### config.mk
export PLATFORM = sky130hd
export DESIGN_NAME = resu_event_status
export DESIGN_NICKNAME = d
export VERILOG_FILES = /design/src/verilog/resu_pkg.sv /design/src/verilog/resu_event_status.sv
export VERILOG_INCLUDE_DIRS = /design/src /design/src/verilog
export SDC_FILE = /design/constraint.sdc
export NUM_CORES = 1
export LEC_CHECK = 0
export BUFFER_PORTS_ARGS = -buffer_cell sky130_fd_sc_hd__clkbuf_2
export CAP_MARGIN = 20
export CORE_UTILIZATION = 40
export CTS_BUF_LIST = sky130_fd_sc_hd__clkbuf_8
export CTS_CLUSTER_SIZE = 10
export DETAILED_ROUTE_END_ITERATION = 7
export REMOVE_ABC_BUFFERS = 1
export SYNTH_ARGS = -nofsm -noshare
export SYNTH_HDL_FRONTEND = slang
export SYNTH_SLANG_ARGS = --single-unit
### constraint.sdc
create_clock -name clk_sys -period 2.1 [get_ports clk_sys]
set_clock_uncertainty 0.2 [all_clocks]
set_input_delay 0.42 -clock clk_sys [delete_from_list [all_inputs] [get_ports clk_sys]]
set_output_delay 0.42 -clock clk_sys [all_outputs]
set_load 0.01 [all_outputs]
### src/verilog/resu_defs.svh
// register offsets, field positions and reset values
`ifndef RESU_DEFS_SVH
`define RESU_DEFS_SVH
`define RESU_ADDR_W           8
`define RESU_OFS_FLAGS        8'h20
`define RESU_OFS_ENABLE       8'h21
`define RESU_OFS_MODE_HIGH    8'h22
`define RESU_OFS_MODE_LOW     8'h23
`define RESU_OFS_BUF_CTRL     8'h24
`define RESU_OFS_STREAM_INFO  8'h25
`define RESU_OFS_FAULTS       8'h26
`define RESU_SRC_MASK         8'hBB
`define RESU_BIT_LOCK_LOSS    7
`define RESU_BIT_NEW_SUBCODE  5
`define RESU_BIT_CS_XFER      4
`define RESU_BIT_USER_XFER    3
`define RESU_BIT_ADC_RANGE    1
`define RESU_BIT_RX_FAULT     0
`define RESU_BIT_SUBFRAME_SEL 0
`define RESU_BIT_ACCESS_WIDTH 1
`define RESU_BIT_WINDOW_SEL   2
`define RESU_BIT_LOCK_METHOD  6
`define RESU_ENABLE_RESET     8'h00
`define RESU_MODE_RESET       8'h00
`define RESU_BUF_CTRL_RESET   8'h40
`define RESU_AUX_MAX          4'h8
`endif

### src/verilog/resu_pkg.sv
// types shared by the event status unit
package resu_pkg;
  typedef enum logic [1:0] {
    RESU_TRIG_RISE  = 2'b00,
    RESU_TRIG_FALL  = 2'b01,
    RESU_TRIG_LEVEL = 2'b10,
    RESU_TRIG_RSVD  = 2'b11
  } resu_trig_t;
  typedef enum logic [1:0] {
    RESU_PIN_HIGH  = 2'b00,
    RESU_PIN_LOW   = 2'b01,
    RESU_PIN_OPEN  = 2'b10,
    RESU_PIN_RSVD  = 2'b11
  } resu_pin_t;
endpackage

### src/verilog/resu_event_status.sv
// receiver event status unit: flags, enables, trigger modes, status
`timescale 1ns/1ps
`include "resu_defs.svh"
module resu_event_status
  import resu_pkg::*;
(
  input  wire logic       clk_sys,           // 20 MHz device clock
  input  wire logic       resetn,            // synchronous reset, low
  input  wire logic [7:0] reg_addr,          // control port address
  input  wire logic       reg_wr,            // write strobe
  input  wire logic [7:0] reg_wdata,         // write data
  input  wire logic       reg_rd,            // read strobe
  output logic      [7:0] reg_rdata,         // read data, next cycle
  input  wire logic [1:0] pin_control,       // interrupt pin control
  input  wire logic       pll_unlocked,      // loop out of lock, level
  input  wire logic       subcode_changed,   // new subcode block differs
  input  wire logic       cs_buffer_xfer,    // cs buffer transferred
  input  wire logic       user_buffer_xfer,  // user buffer transferred
  input  wire logic       adc_overrange,     // adc over-range, level
  input  wire logic       subcode_boundary,  // subcode block boundary
  input  wire logic       subcode_crc_bad,   // subcode checksum fault
  input  wire logic       cs_block_boundary, // cs block boundary
  input  wire logic       cs_crc_bad,        // cs block checksum fault
  input  wire logic       subframe_boundary, // subframe boundary
  input  wire logic       subframe_b,        // boundary is subframe b
  input  wire logic       rx_validity,       // received validity bit
  input  wire logic       rx_biphase_bad,    // bi-phase violation
  input  wire logic       rx_parity_bad,     // parity error
  input  wire logic       rx_in_use,         // receiver in use
  input  wire logic [3:0] cs_aux_a,          // aux width, subframe a
  input  wire logic [3:0] cs_aux_b,          // aux width, subframe b
  input  wire logic [3:0] cs_bits_a,         // pro,audio,copy,original_generation_flag a
  input  wire logic [3:0] cs_bits_b,         // pro,audio,copy,original_generation_flag b
  input  wire logic       cs_general_a,      // category general, a
  input  wire logic       cs_general_b,      // category general, b
  output logic            int_out,           // interrupt pin level
  output logic            int_oe,            // interrupt pin enable
  output logic            buffer_window_select, // buffer window
  output logic            cs_access_width,   // cs access mode
  output logic            subframe_select,   // subframe shown
  output logic            receiver_lock_method // locking mode
);

  logic [7:0] event_flags;
  logic [7:0] event_enable_mask;
  logic [7:0] event_trigger_mode_high;
  logic [7:0] event_trigger_mode_low;
  logic [7:0] received_stream_info;
  logic [7:0] receive_fault_flags;
  logic [7:0] cond;
  logic [7:0] cond_q;
  logic [7:0] hit;
  logic [7:0] pin_hit;
  logic       pin_pending;
  logic       next_pin_pending;
  logic       flag_read;
  logic       fault_event;
  logic [7:0] stream_fields;
  resu_pin_t  pin_mode;

  // reset image of the buffer control register, sliced per field below
  localparam logic [7:0] buf_ctrl_rst = `RESU_BUF_CTRL_RESET;

  // how the pieces fit together
  //
  // event path, one lane per status bit position:
  //   cond        live level of each source, in status bit order
  //   cond_q      the same levels one cycle late, for edge detection
  //   hit         the lane's trigger code applied to cond and cond_q
  //   pin_hit     hit gated by the lane's enable bit
  //   event_flags sticky copy of pin_hit, cleared by a host read
  //
  // lanes 6 and 2 have no source; the source mask keeps them at zero
  // in the enable and both trigger mode registers and in the flags, so they read zero.
  //
  // a disabled lane never reaches the flags or the pin. the read
  // path also ands the flags with the enable mask, so that a flag
  // set before its lane was disabled is hidden from the host.
  //
  // a read of the flags returns the value held before the read edge.
  // a hit that lands on that same edge is kept for the next read:
  // the set has priority over the clear, so no event is lost.
  //
  // trigger code 11 is treated as never firing, so a lane left in
  // that code is silent rather than stuck active.
  //
  // edge lanes hold the pin active until the host reads the flags;
  // level lanes follow their condition and drop with it, read or not.
  //
  // the receiver fault source is the or of the fault register bits,
  // so it behaves as a level: a rising-edge lane flags a new fault
  // once and stays quiet while the same fault persists.
  //
  // the pin sense comes only from pin_control; the trigger codes
  // decide when the pin is active, never which level means active.
  //
  // every top-level output is a flip-flop, so the pin moves one
  // cycle after the event that causes it and never glitches.
  //
  // no register here is reset by a read other than the flags;
  // the fault and stream registers simply follow the receiver.

  // source conditions in status bit order
  always_comb begin
    cond = 8'h00;
    cond[`RESU_BIT_LOCK_LOSS]   = pll_unlocked;
    cond[`RESU_BIT_NEW_SUBCODE] = subcode_changed;
    cond[`RESU_BIT_CS_XFER]     = cs_buffer_xfer;
    cond[`RESU_BIT_USER_XFER]   = user_buffer_xfer;
    cond[`RESU_BIT_ADC_RANGE]   = adc_overrange;
    cond[`RESU_BIT_RX_FAULT]    = fault_event;
  end

  // any unmasked fault bit set counts as a receiver fault
  assign fault_event = |receive_fault_flags[6:0];

  // previous condition for edge detection
  always_ff @(posedge clk_sys) begin
    if (!resetn) begin
      cond_q <= 8'h00;
    end else begin
      cond_q <= cond;
    end
  end

  // per-source trigger decode
  genvar gi;
  generate
    for (gi = 0; gi < 8; gi = gi + 1) begin : g_src
      resu_trig_t trig;
      // high bit from one register, low bit from the other
      assign trig = resu_trig_t'({event_trigger_mode_high[gi],
                                  event_trigger_mode_low[gi]});
      always_comb begin
        case (trig)
          RESU_TRIG_RISE:  hit[gi] = cond[gi] & ~cond_q[gi];
          RESU_TRIG_FALL:  hit[gi] = ~cond[gi] & cond_q[gi];
          RESU_TRIG_LEVEL: hit[gi] = cond[gi];
          default:         hit[gi] = 1'b0;
        endcase
      end
      assign pin_hit[gi] = hit[gi] & event_enable_mask[gi];
    end
  endgenerate

  assign flag_read = reg_rd && (reg_addr == `RESU_OFS_FLAGS);

  // sticky flags, clear on read
  always_ff @(posedge clk_sys) begin
    if (!resetn) begin
      event_flags <= 8'h00;
    end else begin
      // clear on read, new events win over the clear
      event_flags <= ((flag_read ? 8'h00 : event_flags) | pin_hit)
                     & `RESU_SRC_MASK;
    end
  end

  // writable control registers
  always_ff @(posedge clk_sys) begin
    if (!resetn) begin
      event_enable_mask       <= `RESU_ENABLE_RESET;
      event_trigger_mode_high <= `RESU_MODE_RESET;
      event_trigger_mode_low  <= `RESU_MODE_RESET;
      // window and width reset to zero
      buffer_window_select    <= buf_ctrl_rst[`RESU_BIT_WINDOW_SEL];
      cs_access_width         <= buf_ctrl_rst[`RESU_BIT_ACCESS_WIDTH];
      subframe_select         <= buf_ctrl_rst[`RESU_BIT_SUBFRAME_SEL];
      receiver_lock_method    <= buf_ctrl_rst[`RESU_BIT_LOCK_METHOD];
    end else if (reg_wr) begin
      case (reg_addr)
        `RESU_OFS_ENABLE: event_enable_mask <= reg_wdata & `RESU_SRC_MASK;
        `RESU_OFS_MODE_HIGH: event_trigger_mode_high <= reg_wdata
                                                        & `RESU_SRC_MASK;
        `RESU_OFS_MODE_LOW: event_trigger_mode_low <= reg_wdata
                                                      & `RESU_SRC_MASK;
        `RESU_OFS_BUF_CTRL: begin
          buffer_window_select <= reg_wdata[`RESU_BIT_WINDOW_SEL];
          cs_access_width      <= reg_wdata[`RESU_BIT_ACCESS_WIDTH];
          subframe_select      <= reg_wdata[`RESU_BIT_SUBFRAME_SEL];
          receiver_lock_method <= reg_wdata[`RESU_BIT_LOCK_METHOD];
        end
        default: ;
      endcase
    end
  end

  // stream information notes
  //
  // the receiver hands over both subframes' decoded fields at once;
  // subframe_select picks which one the host sees.
  //
  // aux width codes above eight are reserved; they are shown as
  // received so the host can tell a reserved code from a real one.
  //
  // copy is forced high for the general category, and copy and
  // original are both forced high for professional data or when
  // the receiver is not in use.
  //
  // the register follows the selected subframe's boundary, and runs
  // freely while the receiver is unused so the forced bits show.

  // decode of the selected subframe's channel status
  always_comb begin
    logic [3:0] aux;
    logic [3:0] bits;
    logic       gen;
    aux  = subframe_select ? cs_aux_b : cs_aux_a;
    bits = subframe_select ? cs_bits_b : cs_bits_a;
    gen  = subframe_select ? cs_general_b : cs_general_a;
    // auxiliary width, reserved codes passed through
    stream_fields[7:4] = aux;
    stream_fields[3] = bits[3];
    stream_fields[2] = bits[2];
    stream_fields[1] = bits[1] | gen | bits[3] | ~rx_in_use;
    stream_fields[0] = bits[0] | bits[3] | ~rx_in_use;
  end

  // channel status register refreshed on subframe boundaries
  always_ff @(posedge clk_sys) begin
    if (!resetn) begin
      received_stream_info <= 8'h00;
    end else if (!rx_in_use) begin
      received_stream_info <= stream_fields;
    end else if (subframe_boundary && (subframe_b == subframe_select)) begin
      received_stream_info <= stream_fields;
    end
  end

  // fault register notes
  //
  // bit 7 has no source and stays zero.
  // bits 6 and 5 follow their own block boundaries; between
  // boundaries they keep the last block's result.
  // bit 4 follows the loop lock state every cycle.
  // bits 3 to 0 follow the subframe boundary pulse.
  // the confidence bit is the or of the loop unlock and biphase inputs,
  // so it is set whenever the biphase bit beside it is set.
  //
  // a fault that is present feeds the receiver fault event lane.

  // receiver fault register
  always_ff @(posedge clk_sys) begin
    if (!resetn) begin
      receive_fault_flags <= 8'h00;
    end else begin
      if (subcode_boundary) begin
        receive_fault_flags[6] <= subcode_crc_bad;
      end
      if (cs_block_boundary) begin
        receive_fault_flags[5] <= cs_crc_bad;
      end
      receive_fault_flags[4] <= pll_unlocked;
      if (subframe_boundary) begin
        receive_fault_flags[3] <= rx_validity;
        receive_fault_flags[2] <= pll_unlocked | rx_biphase_bad;
        receive_fault_flags[1] <= rx_biphase_bad;
        receive_fault_flags[0] <= rx_parity_bad;
      end
    end
  end

  // read data mux, registered
  always_ff @(posedge clk_sys) begin
    if (!resetn) begin
      reg_rdata <= 8'h00;
    end else if (reg_rd) begin
      case (reg_addr)
        // flags of disabled lanes are anded off, so they read zero
        `RESU_OFS_FLAGS:       reg_rdata <= event_flags & event_enable_mask;
        `RESU_OFS_ENABLE:      reg_rdata <= event_enable_mask;
        `RESU_OFS_MODE_HIGH:   reg_rdata <= event_trigger_mode_high;
        `RESU_OFS_MODE_LOW:    reg_rdata <= event_trigger_mode_low;
        `RESU_OFS_BUF_CTRL:    reg_rdata <= {1'b0, receiver_lock_method,
                                             3'b000, buffer_window_select,
                                             cs_access_width,
                                             subframe_select};
        `RESU_OFS_STREAM_INFO: reg_rdata <= received_stream_info;
        `RESU_OFS_FAULTS:      reg_rdata <= receive_fault_flags;
        default:               reg_rdata <= 8'h00;
      endcase
    end
  end

  // pin notes
  //
  // pending is the or of three terms:
  //   edge lanes whose flag is still set, unless read this cycle
  //   edge lanes that hit this cycle, which survive the read
  //   level lanes whose condition is present and enabled
  //
  // the pin flops are loaded from next_pin_pending, so the pin and
  // the flags change on the same edge.
  //
  // pin control 00 drives the pending state as is, 01 drives it
  // inverted, 10 drives low only while pending and otherwise lets
  // the pull-up hold the line, and 11 leaves the pin undriven.
  //
  // after reset the pin drives low with pin control at 00, which
  // is the inactive level for that setting.

  // pin pending: edge modes latch until the flags are read, level follows
  always_comb begin
    next_pin_pending = |(event_flags & event_enable_mask & ~flag_mask_lvl())
                       & ~flag_read;
    next_pin_pending = next_pin_pending
                       | |(pin_hit & ~flag_mask_lvl())
                       | |(cond & event_enable_mask & flag_mask_lvl());
  end

  function automatic logic [7:0] flag_mask_lvl();
    flag_mask_lvl = event_trigger_mode_high & ~event_trigger_mode_low;
  endfunction

  always_ff @(posedge clk_sys) begin
    if (!resetn) begin
      pin_pending <= 1'b0;
    end else begin
      pin_pending <= next_pin_pending;
    end
  end

  assign pin_mode = resu_pin_t'(pin_control);

  // pin sense only from pin control
  always_ff @(posedge clk_sys) begin
    if (!resetn) begin
      int_out <= 1'b0;
      int_oe  <= 1'b1;
    end else begin
      case (pin_mode)
        RESU_PIN_HIGH: begin
          int_out <= next_pin_pending;
          int_oe  <= 1'b1;
        end
        RESU_PIN_LOW: begin
          int_out <= ~next_pin_pending;
          int_oe  <= 1'b1;
        end
        RESU_PIN_OPEN: begin
          int_out <= 1'b0;
          int_oe  <= next_pin_pending;
        end
        default: begin
          int_out <= 1'b0;
          int_oe  <= 1'b0;
        end
      endcase
    end
  end

endmodule

# Word level (Yosys, flattened, before mapping)
# Cells that the tools add are included.
op_classes:
  n_eq_ne: 23
  n_mux: 15
  bitwise_logic: 51
  reduce_logical: 18
op_table:
  columns: ["cell", "n"]
  rows:
  - ["== test 8 x 6 -> 1 bit (second input constant)", 7]
  - ["case mux 8 bit (7 select lines)", 1]
  - ["AND 8 bit", 6]
  - ["two-way mux 8 bit", 3]
  - ["OR reduction 8 bit", 3]
  - ["AND 1 bit", 19]
  - ["case mux 1 bit (3 select lines)", 6]
  - ["inverter 8 bit", 2]
  - ["inverter 1 bit", 15]
  - ["== test 2 x 1 -> 1 bit (second input constant)", 7]
  - ["== test 2 bit (second input constant)", 7]
  - ["zero test 2 bit", 7]
  - ["two-way mux 4 bit", 2]
  - ["bitwise OR 1 bit", 8]
  - ["bitwise OR 8 bit", 1]
  - ["AND reduction 2 bit", 4]
  - ["OR reduction 7 bit", 1]
  - ["case mux 1 bit (2 select lines)", 2]
  - ["logical AND 1 bit", 2]
  - ["!= test 2 x 1 -> 1 bit (second input constant)", 1]
  - ["OR reduction 2 bit", 1]
  - ["== test 1 bit", 1]
  - ["two-way mux 1 bit", 1]
word_totals:
  reg_bits: 61
  inputBits: 55
  out_inout_bits: 14
  word_cells: 125

# Longest topological paths before layout
# Gate-level depths: netlist (run 1).
depth:
  word_depth: 11
  depth_mapped: 7
  ltp_nobuf: 5

# Worst setup path after synthesis (run 1)
# No wires, ideal clock.
synth_path:
  path_type: "input port to flip-flop"
  start: "input reg_addr[4]"
  end: "register event_trigger_mode_low[0]"
  arrival_ns: 1.448
  setup_slack_ns: 0.336
  stages: 6
  path_buffers: 1
  path_cell_list: "nor4b_4 nor4bb_1 buf_4 nand3_4 mux2i_1 nor2b_1"
synth_via:
  elab_chain_len: 2
synth_rtl:
  columns: ["element", "line", "text"]
  rows:
  - ["start, declared", "resu_event_status.sv:9", "input wire logic [7:0] reg_addr,"]
  - ["== test 8 x 6 -> 1 bit", "resu_event_status.sv:171", "case (reg_addr)"]
  - ["AND reduction 2 bit (no line)", null, null]
  - ["end signal, assigned", "resu_event_status.sv:164", "event_trigger_mode_low <= `RESU_MODE_RESET;"]
  - ["end signal, assigned", "resu_event_status.sv:175", "`RESU_OFS_MODE_LOW: event_trigger_mode_low <= reg_wdata"]
  - ["end, declared", "resu_event_status.sv:47", "logic [7:0] event_trigger_mode_low;"]
# Every way passes these cells.
# A chain may end at the register's enable or synchronous reset.

# Worst setup path in the final report (run 1)
layout_path:
  start: "register event_trigger_mode_low[7]"
  end: "register int_out"
layout_via:
  elab_chain_len: 10
  elab_cells_between_ends: 19
  classes_between: "eq/ne (2); mux (2); bitwise (11); reduce/logical (4)"
layout_rtl:
  columns: ["element", "line", "text"]
  rows:
  - ["parallel branches: the longest is 7 deep, another holds AND 8 bit", null, null]
  - ["bitwise OR 1 bit (*)", "resu_event_status.sv:308", "| |(cond & event_enable_mask & flag_mask_lvl());"]
  - ["inverter 1 bit", "resu_event_status.sv:337", "int_out <= ~next_pin_pending;"]
  - ["case mux 1 bit (2 select lines) (*)", "resu_event_status.sv:331", "case (pin_mode)"]
  - ["end signal, assigned", "resu_event_status.sv:333", "int_out <= next_pin_pending;"]
  - ["end signal, assigned", "resu_event_status.sv:337", null]
  - ["end, declared", "resu_event_status.sv:36", "output logic int_out,"]
# Mark *: on every way between the ends.

==> out/metrics.sh, run 1 <==
OUTCOME='finished clean'
DP.CELLS=528
GRT_PASS1_WL_UM=14100
GLOBALROUTEOVERFLOWTOTAL=0
HOLDCRITSTARTPOINT='pin_control[1]'
RSZ0062_AT_GRT='false'
END_KIND='flip-flop'
POST_PLACE_INSTANCE_AREA_UM2=3680
IO_PINS=69
YS_SEQ_AREA_FRAC=0.371
FLOORPLAN.DIE.HEIGHT_UM=90.5
CP_DATA_REQUIRED_TIME_NS=2.16
GRT_PASS1_VIAS=2828
MAPPEDNETLISTAREA_UM2=3130
FIN_WORST_HOLD_SLACK_NS=0.0779
WL_UM=8440
DIE_WIDTH_UM=90.5
YOSYS.CELL_TYPES.COUNT=54
MAX_CAP_VIOL_COUNT=0
POST_CTS_SETUP_BUFFER_COUNT=0
POST_SYNTH.CELL_AREA_AVG_UM2=8.79
CP_DATA_ARRIVAL_TIME_NS=1.99
MAXSLEWVIOLCOUNT=0
MOST_FREQUENT_CELL_AFTER_SYNTHESIS='sky130_fd_sc_hd__dfxtp_1'
CRITPATHKIND='reg2reg'
ROUTE.DETAILED.VIAS_PER_INST=5.40
DETAILEDROUTE.FIRSTITERATIONVIOLATIONS=128
DP_SLACK_NS=0.0451
PATH_CLK_SLEW_NS=0.07
FINAL_MIN_PERIOD_OVER_CLOCK_PERIOD=0.919
WORST_SKEW_PAIR.LATE_LATENCY_NS=0.33
STARTPOINT_KIND_OF_THE_WORST_SETUP_TIMING_PATH='flip-flop'
SYNTH-EDFF-COUNT=0
ROWS=31
CRIT-REG2REG-LAUNCH='event_trigger_mode_low[7]$_SDFFE_PN0P_'
MAXCLOCKFREQUENCY_GHz=0.518
MULTIINPUTGATEAREA_UM2=1880
AREA.SEQUENTIAL_UM2=1160
CTS.HOLD.BUFFERS_ADDED=0
ANTENNA_LEFT=0
CP_MAX_FO=7
DRIVE_ABOVE_1_SHARE=0.267
TRITONCTS.NUM_BUFFERS=9
SLEW_HEADROOM=0.714
DIE-AREA_UM2=8180
FINALSETUPTNS_NS=0
REMAINING_DRC_ERRORS=0
CTS.HTREE.LEVELS=3
POWERDENSITY_nW_PER_UM2=656
POWER.IR.VDD_WORST_V=0.000389
GLOBALPLACE.CONGESTION=0.876
GRT_START_MAX_NET_PINS=36
N_ANTENNA_CELL=0
TOTAL_LEAKAGE_POWER_nW=1.67
WORST_SLEW_PIN_SLEW_NS=0.428
SYNTH-MAIN-FF-CELL='sky130_fd_sc_hd__dfxtp_1'
HOLD_VIOL_FINAL=0
STARTPOINT='event_trigger_mode_low[7]$_SDFFE_PN0P_'
PORT_BUFS=68
FLOORPLAN.CORE_AREA_UM2=7410
SYNTH.TOP_CELLS.BY_AREA='sky130_fd_sc_hd__dfxtp_1, sky130_fd_sc_hd__mux2i_1, sky130_fd_sc_hd__nor2b_1, sky130_fd_sc_hd__nand2_1, sky130_fd_sc_hd__o21ai_0'
LAYOUTNONFILLERINSTCOUNT=544
DRT_FIRST_PASS_ITERS=4
POSTLAYOUTCOREUTIL=0.527
YOSYS.AREA.TOP_TYPE='sky130_fd_sc_hd__dfxtp_1'
SYNTH.TOP_CELLS.BY_COUNT='sky130_fd_sc_hd__dfxtp_1, sky130_fd_sc_hd__nand2_1, sky130_fd_sc_hd__nor2b_1'
CTS-ROOT-BUF='sky130_fd_sc_hd__clkbuf_8'
SETUP_SLACK_NS=0.170
SHORTEST_CLOCK_PERIOD_THE_WORST_PATH_ALLOWS_AFTER_LAYOUT_NS=1.93
CTS.PATH.MAX_BUFFERS=2
SYNTHDOMINANTCELLAREASHARE=0.371
ANTENNA_FOUND_INITIAL=0
AREAGROWTHSYNTHTOFINISH_PCT=24.7
SYNTHARSTFLOPSHARE=0
CTS_TREE='yes'
LAYOUT.FILLER_CELLS=750
POSTCTSRESIZEDCELLS=0
WL_PER_CELL_UM=15.5
DPL.HPWL_UM=6420
SEQ_CELLS_POST_SYNTH=58
FLOORPLAN.INITIALDENSITY=0.423
SYNTHESIS.INSTANCES=356
GRT_UTIL_ALL_LAYERS=0.218
SETUP_VIOLATIONS=0
WORST_HOLD_PATH_TYPE='in2reg'
LAYOUT.CELL_AREA.NON_FILLER_UM2=3900
FIN_TOTAL_PWR_mW=2.56
LAYOUT.NETS=495
YS_WARN_COUNT=0
NUM_VIAS=2935
TRITONCTS_NUM_SINKS=58
## cell type report
cell class	instances	area share
Sequential cell	58	0.298
Tap cell	99	0.0317
Clock buffer	10	0.0353
Timing Repair Buffer	91	0.131
Clock inverter	6	0.0205
Multi-Input combinational cell	277	0.481
Inverter	3	0.00289
## cells by family (layout without fill, tap and decap cells)
family,Yosys count,count (layout),share of synthesized area
AOI/OAI and AO/OA,87,87,0.191
DFF,58,58,0.371
buffers and inverters,21,110,0.0320
xor gates and xnor gates,1,1,0.00280
and+or+nand+nor,159,159,0.303
muxes,30,30,0.100
## layer usage
layer	GRT usage	routed length, µm	share of wire
met5	0	0	0
met4	0.0685	114	0.014
met3	0.0455	556	0.066
met2	0.346	3850	0.46
met1	0.295	3910	0.46
## path summary, 6_finish.rpt
path / slack [ns] / end / depth (start not counted)
worst max-delay path: 0.17 / int_out$_SDFF_PN0_ / 5
worst min-delay path: 0.08 / int_oe$_SDFF_PN1_ / 2
worst max register to register: 0.17 / int_out$_SDFF_PN0_ / 5
worst min register to register: 0.26 / reg_rdata[7]$_SDFFE_PN0P_ / 2
## critical path: stages (launching register included)
cell                       delay, ns
sky130_fd_sc_hd__dfxtp_1        0.46
sky130_fd_sc_hd__nand2b_1       0.18
sky130_fd_sc_hd__o211ai_1       0.15
sky130_fd_sc_hd__nor4_1         0.40
sky130_fd_sc_hd__and4_1         0.29
sky130_fd_sc_hd__mux2i_1        0.18
## flip-flops by register name (all words and copies together) (netlist names)
register	cells
buffer_window_select	1
event_enable_mask	6
reg_rdata	8
event_flags	6
received_stream_info	8
receive_fault_flags	6
cond_q	6
int_out	1
event_trigger_mode_low	6
receiver_lock_method	1
cs_access_width	1
event_trigger_mode_high	6
int_oe	1
subframe_select	1
## placed cells by master (no fill, tap or decap), types with 5 or more instances in the layout
cell                       instances
sky130_fd_sc_hd__a21boi_0          9
sky130_fd_sc_hd__a21boi_1         10
sky130_fd_sc_hd__a21oi_1          12
sky130_fd_sc_hd__a22oi_1           5
sky130_fd_sc_hd__and2_1            8
sky130_fd_sc_hd__buf_4            23
sky130_fd_sc_hd__clkbuf_2         68
sky130_fd_sc_hd__clkbuf_8         10
sky130_fd_sc_hd__dfxtp_1          58
sky130_fd_sc_hd__mux2i_1          28
sky130_fd_sc_hd__nand2_1          48
sky130_fd_sc_hd__nand2b_1         11
sky130_fd_sc_hd__nand3_1          12
sky130_fd_sc_hd__nand3b_1          9
sky130_fd_sc_hd__nor2_1            5
sky130_fd_sc_hd__nor2b_1          32
sky130_fd_sc_hd__o211a_1           6
sky130_fd_sc_hd__o21ai_0          20
sky130_fd_sc_hd__o22ai_1           6
## where the power goes
| group | switching [mW] | leakage [nW] | total [mW] | internal (mW) |
|---|---|---|---|---|
| Sequential | 0.0216 | 0.473 | 1.15 | 1.13 |
| Clock | 0.451 | 0.116 | 1.14 | 0.692 |
| Combinational | 0.133 | 1.08 | 0.267 | 0.134 |
No activity file was read; power rests on OpenSTA's default activity.
==> run 2, diff against run 1 <==
- CAP_MARGIN: 20 -> default
- SETUP_SLACK_MARGIN: default -> 0.2
- SLEW_MARGIN: default -> 20
==> run 2 against run 1 <==
- core utilization rose by 0.61 points
- count of clock-buffer cells in the layout did not move
- first-iteration DRC count grew 0.78%
- register-to-register slack improved by 0.07 ns
- global-route usage is essentially flat
- fmax grew 3.7%
- total power grew 0.35%
- sequential share of layout area decreased by 0.15 points
- cell count is 0.18% higher
- sequential power about the same
- non-clock buffer count grew 1
==> out/metrics.sh, run 2 (synthesis gave the netlist of run 1 again) <==
GRT_PASS1_WL_UM=14100
OUTCOME='finished clean'
MAXCLOCKFREQUENCY_GHz=0.537
CRITICAL-PATH-MAX-STAGE-DELAY_NS=0.35
ANTENNA_FOUND_INITIAL=0
DP_SLACK_NS=0.0451
CRITPATHKIND='reg2reg'
SETUP_SLACK_NS=0.238
FINALSETUPTNS_NS=0
STARTPOINT_KIND_OF_THE_WORST_SETUP_TIMING_PATH='flip-flop'
REG.LARGEST.LIST='received_stream_info: 8 flops, reg_rdata: 8 flops'
ROWS=31
MAX_CAP_VIOL_COUNT=0
GRT_UTIL_ALL_LAYERS=0.218
WORST_SKEW_PAIR.LATE_LATENCY_NS=0.33
SHORTEST_CLOCK_PERIOD_THE_WORST_PATH_ALLOWS_AFTER_LAYOUT_NS=1.86
N_ANTENNA_CELL=0
POWER.IR.VDD_WORST_V=0.000390
FLOORPLAN.DIE.HEIGHT_UM=90.5
END_KIND='flip-flop'
CPLARGESTDELAYFAMILY='simple AND/OR/NAND/NOR gates'
AREAGROWTHSYNTHTOFINISH_PCT=26.1
POWERDENSITY_nW_PER_UM2=651
GRT_PASS1_VIAS=2831
CTS.HTREE.LEVELS=3
WORST_SLEW_PIN_SLEW_NS=0.425
NUM_VIAS=2964
IO_PINS=69
WORST_HOLD_PATH_TYPE='in2reg'
CP_MAX_FO=2
DRIVE_ABOVE_1_SHARE=0.291
TIMING.REG2REG.WORST_PATH_DEPTH=5
CP_DATA_ARRIVAL_TIME_NS=1.92
SETUP_VIOLATIONS=0
CRITPATHBUFINV=0
REMAINING_DRC_ERRORS=0
TRITONCTS_NUM_SINKS=58
TOTAL_LEAKAGE_POWER_nW=1.68
DETAILEDROUTE.FIRSTITERATIONVIOLATIONS=129
DIE_WIDTH_UM=90.5
CTS-ROOT-BUF='sky130_fd_sc_hd__clkbuf_8'
CP.DEPTH=5
FLOORPLAN.CORE_AREA_UM2=7410
DIE-AREA_UM2=8180
TRITONCTS.NUM_BUFFERS=9
CP_CELL_SEQUENCE='nor4_4 -> a211oi_2 -> a2111oi_2 -> and4_1 -> mux2i_1'
CTS.PATH.MAX_BUFFERS=2
HOLD_VIOL_FINAL=0
RRSETUPSLACK_NS=0.24
CRITICAL-PATH-SLOWEST-CELL='sky130_fd_sc_hd__dfxtp_4'
POSTLAYOUTCOREUTIL=0.533
HOLD_PATH_DEPTH=2
CP_DATA_REQUIRED_TIME_NS=2.16
WL_PER_CELL_UM=15.6
LAYOUT.NETS=496
CTS_TREE='yes'
WL_UM=8490
FINAL_MIN_PERIOD_OVER_CLOCK_PERIOD=0.887
RSZ0062_AT_GRT='true'
LAYOUT_COMMON_CELLS='sky130_fd_sc_hd__clkbuf_2, sky130_fd_sc_hd__dfxtp_1, sky130_fd_sc_hd__nand2_1'
GLOBALPLACE.CONGESTION=0.876
SLEW_HEADROOM=0.716
LAYOUT_COMMONEST_CELL='sky130_fd_sc_hd__clkbuf_2'
MAXSLEWVIOLCOUNT=0
DRT_FIRST_PASS_ITERS=4
DPL.HPWL_UM=6420
GLOBALROUTEOVERFLOWTOTAL=0
FLOORPLAN.INITIALDENSITY=0.423
PORT_BUFS=68
ROUTE.DETAILED.VIAS_PER_INST=5.44
GRT_START_MAX_NET_PINS=36
PATH_CLK_SLEW_NS=0.07
ANTENNA_LEFT=0
==> run 2: repair_timing <==
| item | in CTS | in global routing |
|---|---|---|
| resized for setup | 1 | 11 |
| pin swaps | 0 | 4 |
| hold buffers | 0 | 0 |
| buffers inserted | 0 | 1 |
| endpoints found under the setup margin | 1 | 2 |
==> run 2: final cells by class <==
class                           count  area, µm²
Clock inverter                      6       80.1
Inverter                            3       11.3
Timing Repair Buffer               92        520
Clock buffer                       10        138
Sequential cell                    58       1170
Tap cell                           99        124
Fill cell                         743       3460
Multi-Input combinational cell    277       1910
==> run 2: final timing paths <==
| path | startpoint | end |
|---|---|---|
| worst max-delay path | cond_q[7]$_SDFF_PN0_ | int_out$_SDFF_PN0_ |
| worst max register to register | cond_q[7]$_SDFF_PN0_ | int_out$_SDFF_PN0_ |
| worst min-delay path | pin_control[1] | int_oe$_SDFF_PN1_ |
| worst min register to register | reg_rdata[7]$_SDFFE_PN0P_ | reg_rdata[7]$_SDFFE_PN0P_ |
==> run 2: metal layers <==
layer	track usage	wire, µm	vias to the layer above
li1	-	-	1464
met1	0.294	4200	1415
met2	0.346	3840	74
met3	0.0455	338	11
met4	0.0685	109	0
met5	0	0	-
==> run 2: through the flow <==
step	hold WS [ns]	cell area, µm²	instances	power, mW
4_1_cts	0.0701	3910	544	2.58
5_1_grt	0.0989	3950	545	2.66
3_5_place_dp	0.247	3680	528	1.44
3_3_place_gp	0.241	3680	528	1.44
6_report	0.0820	3950	545	2.57
2_1_floorplan	0.239	3040	338	1.29
==> run 2: power breakdown <==
part           switching [mW]  leakage (nW)  internal, mW
clock                   0.453         0.116         0.692
combinational           0.138          1.09         0.136
sequential             0.0217         0.475          1.13
total                   0.613          1.68          1.96
==> run 3, diff against run 2 <==
--- a/config.mk
+++ b/config.mk
@@ -9,3 +9,3 @@
 export BUFFER_PORTS_ARGS = -buffer_cell sky130_fd_sc_hd__clkbuf_2
-export CORE_UTILIZATION = 40
+export CORE_UTILIZATION = 30
 export CTS_BUF_LIST = sky130_fd_sc_hd__clkbuf_8
==> constraint.sdc (replaced) <==
create_clock -name clk_sys -period 2.1 [get_ports clk_sys]
set_clock_uncertainty 0.2 [all_clocks]
set_input_delay 0.315 -clock clk_sys [delete_from_list [all_inputs] [get_ports clk_sys]]
set_output_delay 0.315 -clock clk_sys [all_outputs]
set_load 0.01 [all_outputs]
==> run 3 against run 2 <==
- routed wire length increased by 2.3%
- die area grew 33%
- core utilization fell by 14 points
- worst hold slack worse by 0.048 ns
- flip-flop and latch count unchanged
- via count fell by 2.2%
- global-route usage shrank 5.0 points
- cell area up 0.22%
- highest routed layer unchanged
- register-to-register slack got worse by 0.02 ns
==> out/metrics.sh, run 3 (synthesis gave the netlist of run 1 again) <==
PATH_CLK_SLEW_NS=0.07
GLOBALROUTEOVERFLOWTOTAL=0
ANTENNA_FOUND_INITIAL=0
CP_DATA_REQUIRED_TIME_NS=2.17
SETUP_VIOLATIONS=0
CTS.HTREE.LEVELS=3
DRIVE_ABOVE_1_SHARE=0.270
FLOORPLAN.CORE_AREA_UM2=9950
TRITONCTS_NUM_SINKS=58
AREAGROWTHSYNTHTOFINISH_PCT=26.4
CP_DATA_ARRIVAL_TIME_NS=1.95
SHORTEST_CLOCK_PERIOD_THE_WORST_PATH_ALLOWS_AFTER_LAYOUT_NS=1.88
NUM_VIAS=2898
IO_PINS=69
DRT_FIRST_PASS_ITERS=4
END_KIND='flip-flop'
REMAINING_DRC_ERRORS=0
N_ANTENNA_CELL=0
LAYOUT.CELL_AREA.NON_FILLER_UM2=3960
POWER.IR.VDD_WORST_V=0.000238
DIE_WIDTH_UM=104
WORST_SKEW_PAIR.LATE_LATENCY_NS=0.35
RSZ0062_AT_GRT='true'
MAXSLEWVIOLCOUNT=0
WL_UM=8680
FLOORPLAN.DIE.HEIGHT_UM=104
WORST_SLEW_PIN_SLEW_NS=0.431
CP_MAX_FO=3
MAXCLOCKFREQUENCY_GHz=0.531
ROUTE.DETAILED.VIAS_PER_INST=5.05
LAYOUTNONFILLERINSTCOUNT=574
POWERDENSITY_nW_PER_UM2=618
AREA.SEQUENTIAL_UM2=1160
DPL.HPWL_UM=6620
MAX_CAP_VIOL_COUNT=0
TOTAL_LEAKAGE_POWER_nW=1.65
DETAILEDROUTE.FIRSTITERATIONVIOLATIONS=152
FINAL_MIN_PERIOD_OVER_CLOCK_PERIOD=0.897
CRITICAL-PATH-MAX-STAGE-DELAY_NS=0.35
REG.LARGEST.LIST='received_stream_info: 8 flops, reg_rdata: 8 flops'
LAYOUT.NETS=493
ANTENNA_LEFT=0
WL_PER_CELL_UM=15.1
LAYOUT_COMMON_CELLS='sky130_fd_sc_hd__clkbuf_2, sky130_fd_sc_hd__dfxtp_1, sky130_fd_sc_hd__nand2_1'
ROWS=36
CTS_TREE='yes'
SLEW_HEADROOM=0.712
DP.CELLS=556
CP_CELL_SEQUENCE='nor4_4 -> a211oi_2 -> a2111oi_4 -> and4_4 -> mux2i_1'
CTS.PATH.MAX_BUFFERS=2
PORT_BUFS=68
GRT_PASS1_WL_UM=14200
LAYOUT_COMMONEST_CELL='sky130_fd_sc_hd__clkbuf_2'
OUTCOME='finished clean'
HOLD_VIOL_FINAL=0
TRITONCTS.NUM_BUFFERS=9
CRITPATHKIND='reg2reg'
LAYOUT.FILLER_CELLS=1027
DIE-AREA_UM2=10800
POST_PLACE_INSTANCE_AREA_UM2=3680
WORST_HOLD_PATH_TYPE='in2reg'
GRT_START_MAX_NET_PINS=34
CTS-ROOT-BUF='sky130_fd_sc_hd__clkbuf_8'
GRT_UTIL_ALL_LAYERS=0.168
GRT_PASS1_VIAS=2796
FLOORPLAN.INITIALDENSITY=0.314
GLOBALPLACE.CONGESTION=0.837
STARTPOINT_KIND_OF_THE_WORST_SETUP_TIMING_PATH='flip-flop'
CRITICAL-PATH-SLOWEST-CELL='sky130_fd_sc_hd__dfxtp_1'
MULTIINPUTGATEAREA_UM2=1920
run 3: changes by cell type in the layout (fill, tap and decap cells not counted), moves of 2 or more:
cell / change
sky130_fd_sc_hd__buf_4: -6
sky130_fd_sc_hd__dlygate4sd3_1: +3
sky130_fd_sc_hd__clkinv_2: -2
sky130_fd_sc_hd__dfxtp_1: +2
run 3: routing by layer:
| metal | part of all wire | track usage | up-vias |
|---|---|---|---|
| met1 | 0.48 | 0.219 | 1373 |
| met2 | 0.46 | 0.269 | 54 |
| li1 | - | - | 1457 |
| met3 | 0.039 | 0.0313 | 14 |
| met5 | 0 | 0 | - |
| met4 | 0.017 | 0.0714 | 0 |
run 3: worst paths after layout:
check,slack [ns],depth (start not counted),from,end
worst max register to register,0.22,5,receive_fault_flags[5]$_SDFFE_PN0P_,int_out$_SDFF_PN0_
worst min register to register,0.26,2,reg_rdata[7]$_SDFFE_PN0P_,reg_rdata[7]$_SDFFE_PN0P_
worst max-delay path,0.22,5,receive_fault_flags[5]$_SDFFE_PN0P_,int_out$_SDFF_PN0_
worst min-delay path,0.03,2,cs_buffer_xfer,cond_q[4]$_SDFF_PN0_
run 3: worst max-delay path, delay by kind of cell, from the launching register on:
kind | cells | cell delay, ns
AO/OA/AOI/OAI | 2 | 0.47
flip-flops | 1 | 0.35
multiplexers | 1 | 0.17
AND/OR/NAND/NOR | 2 | 0.63
run 3: timing repair:
action	4_1_cts	5_1_grt
hold buffers	3	0
endpoints found under the hold margin	2	0
pin swaps	2	4
endpoints found under the setup margin	2	2
buffers inserted	1	0
resized for setup	2	7
run 3: area by class of cell:
type / instances / area share
repair buffers: 89 / 0.128
flip-flops and latches: 58 / 0.294
inverters: 3 / 0.00285
multi-input cells: 277 / 0.485
clock buffers: 11 / 0.0383
well taps: 133 / 0.0421
clock inverters: 3 / 0.0101
run 3: per-stage QoR:
step | setup TNS [ns] | hold WS, ns | power [mW] | setup slack [ns] | util
finish | 0 | 0.0345 | 2.44 | 0.216 | 0.397
global route | 0 | 0.0390 | 2.55 | 0.144 | 0.397
CTS | 0 | 0.0183 | 2.47 | 0.159 | 0.394
detailed placement | -0.0405 | 0.249 | 1.44 | -0.0405 | 0.370
global placement | 0 | 0.244 | 1.43 | 0.0431 | 0.370
floorplan | -12.59 | 0.177 | 1.29 | -0.722 | -
run 3: report_power, final:
group          internal [mW]  total [mW]  switching (mW)
clock network          0.595        1.02           0.424
registers               1.13        1.15          0.0241
logic                  0.134       0.271           0.137
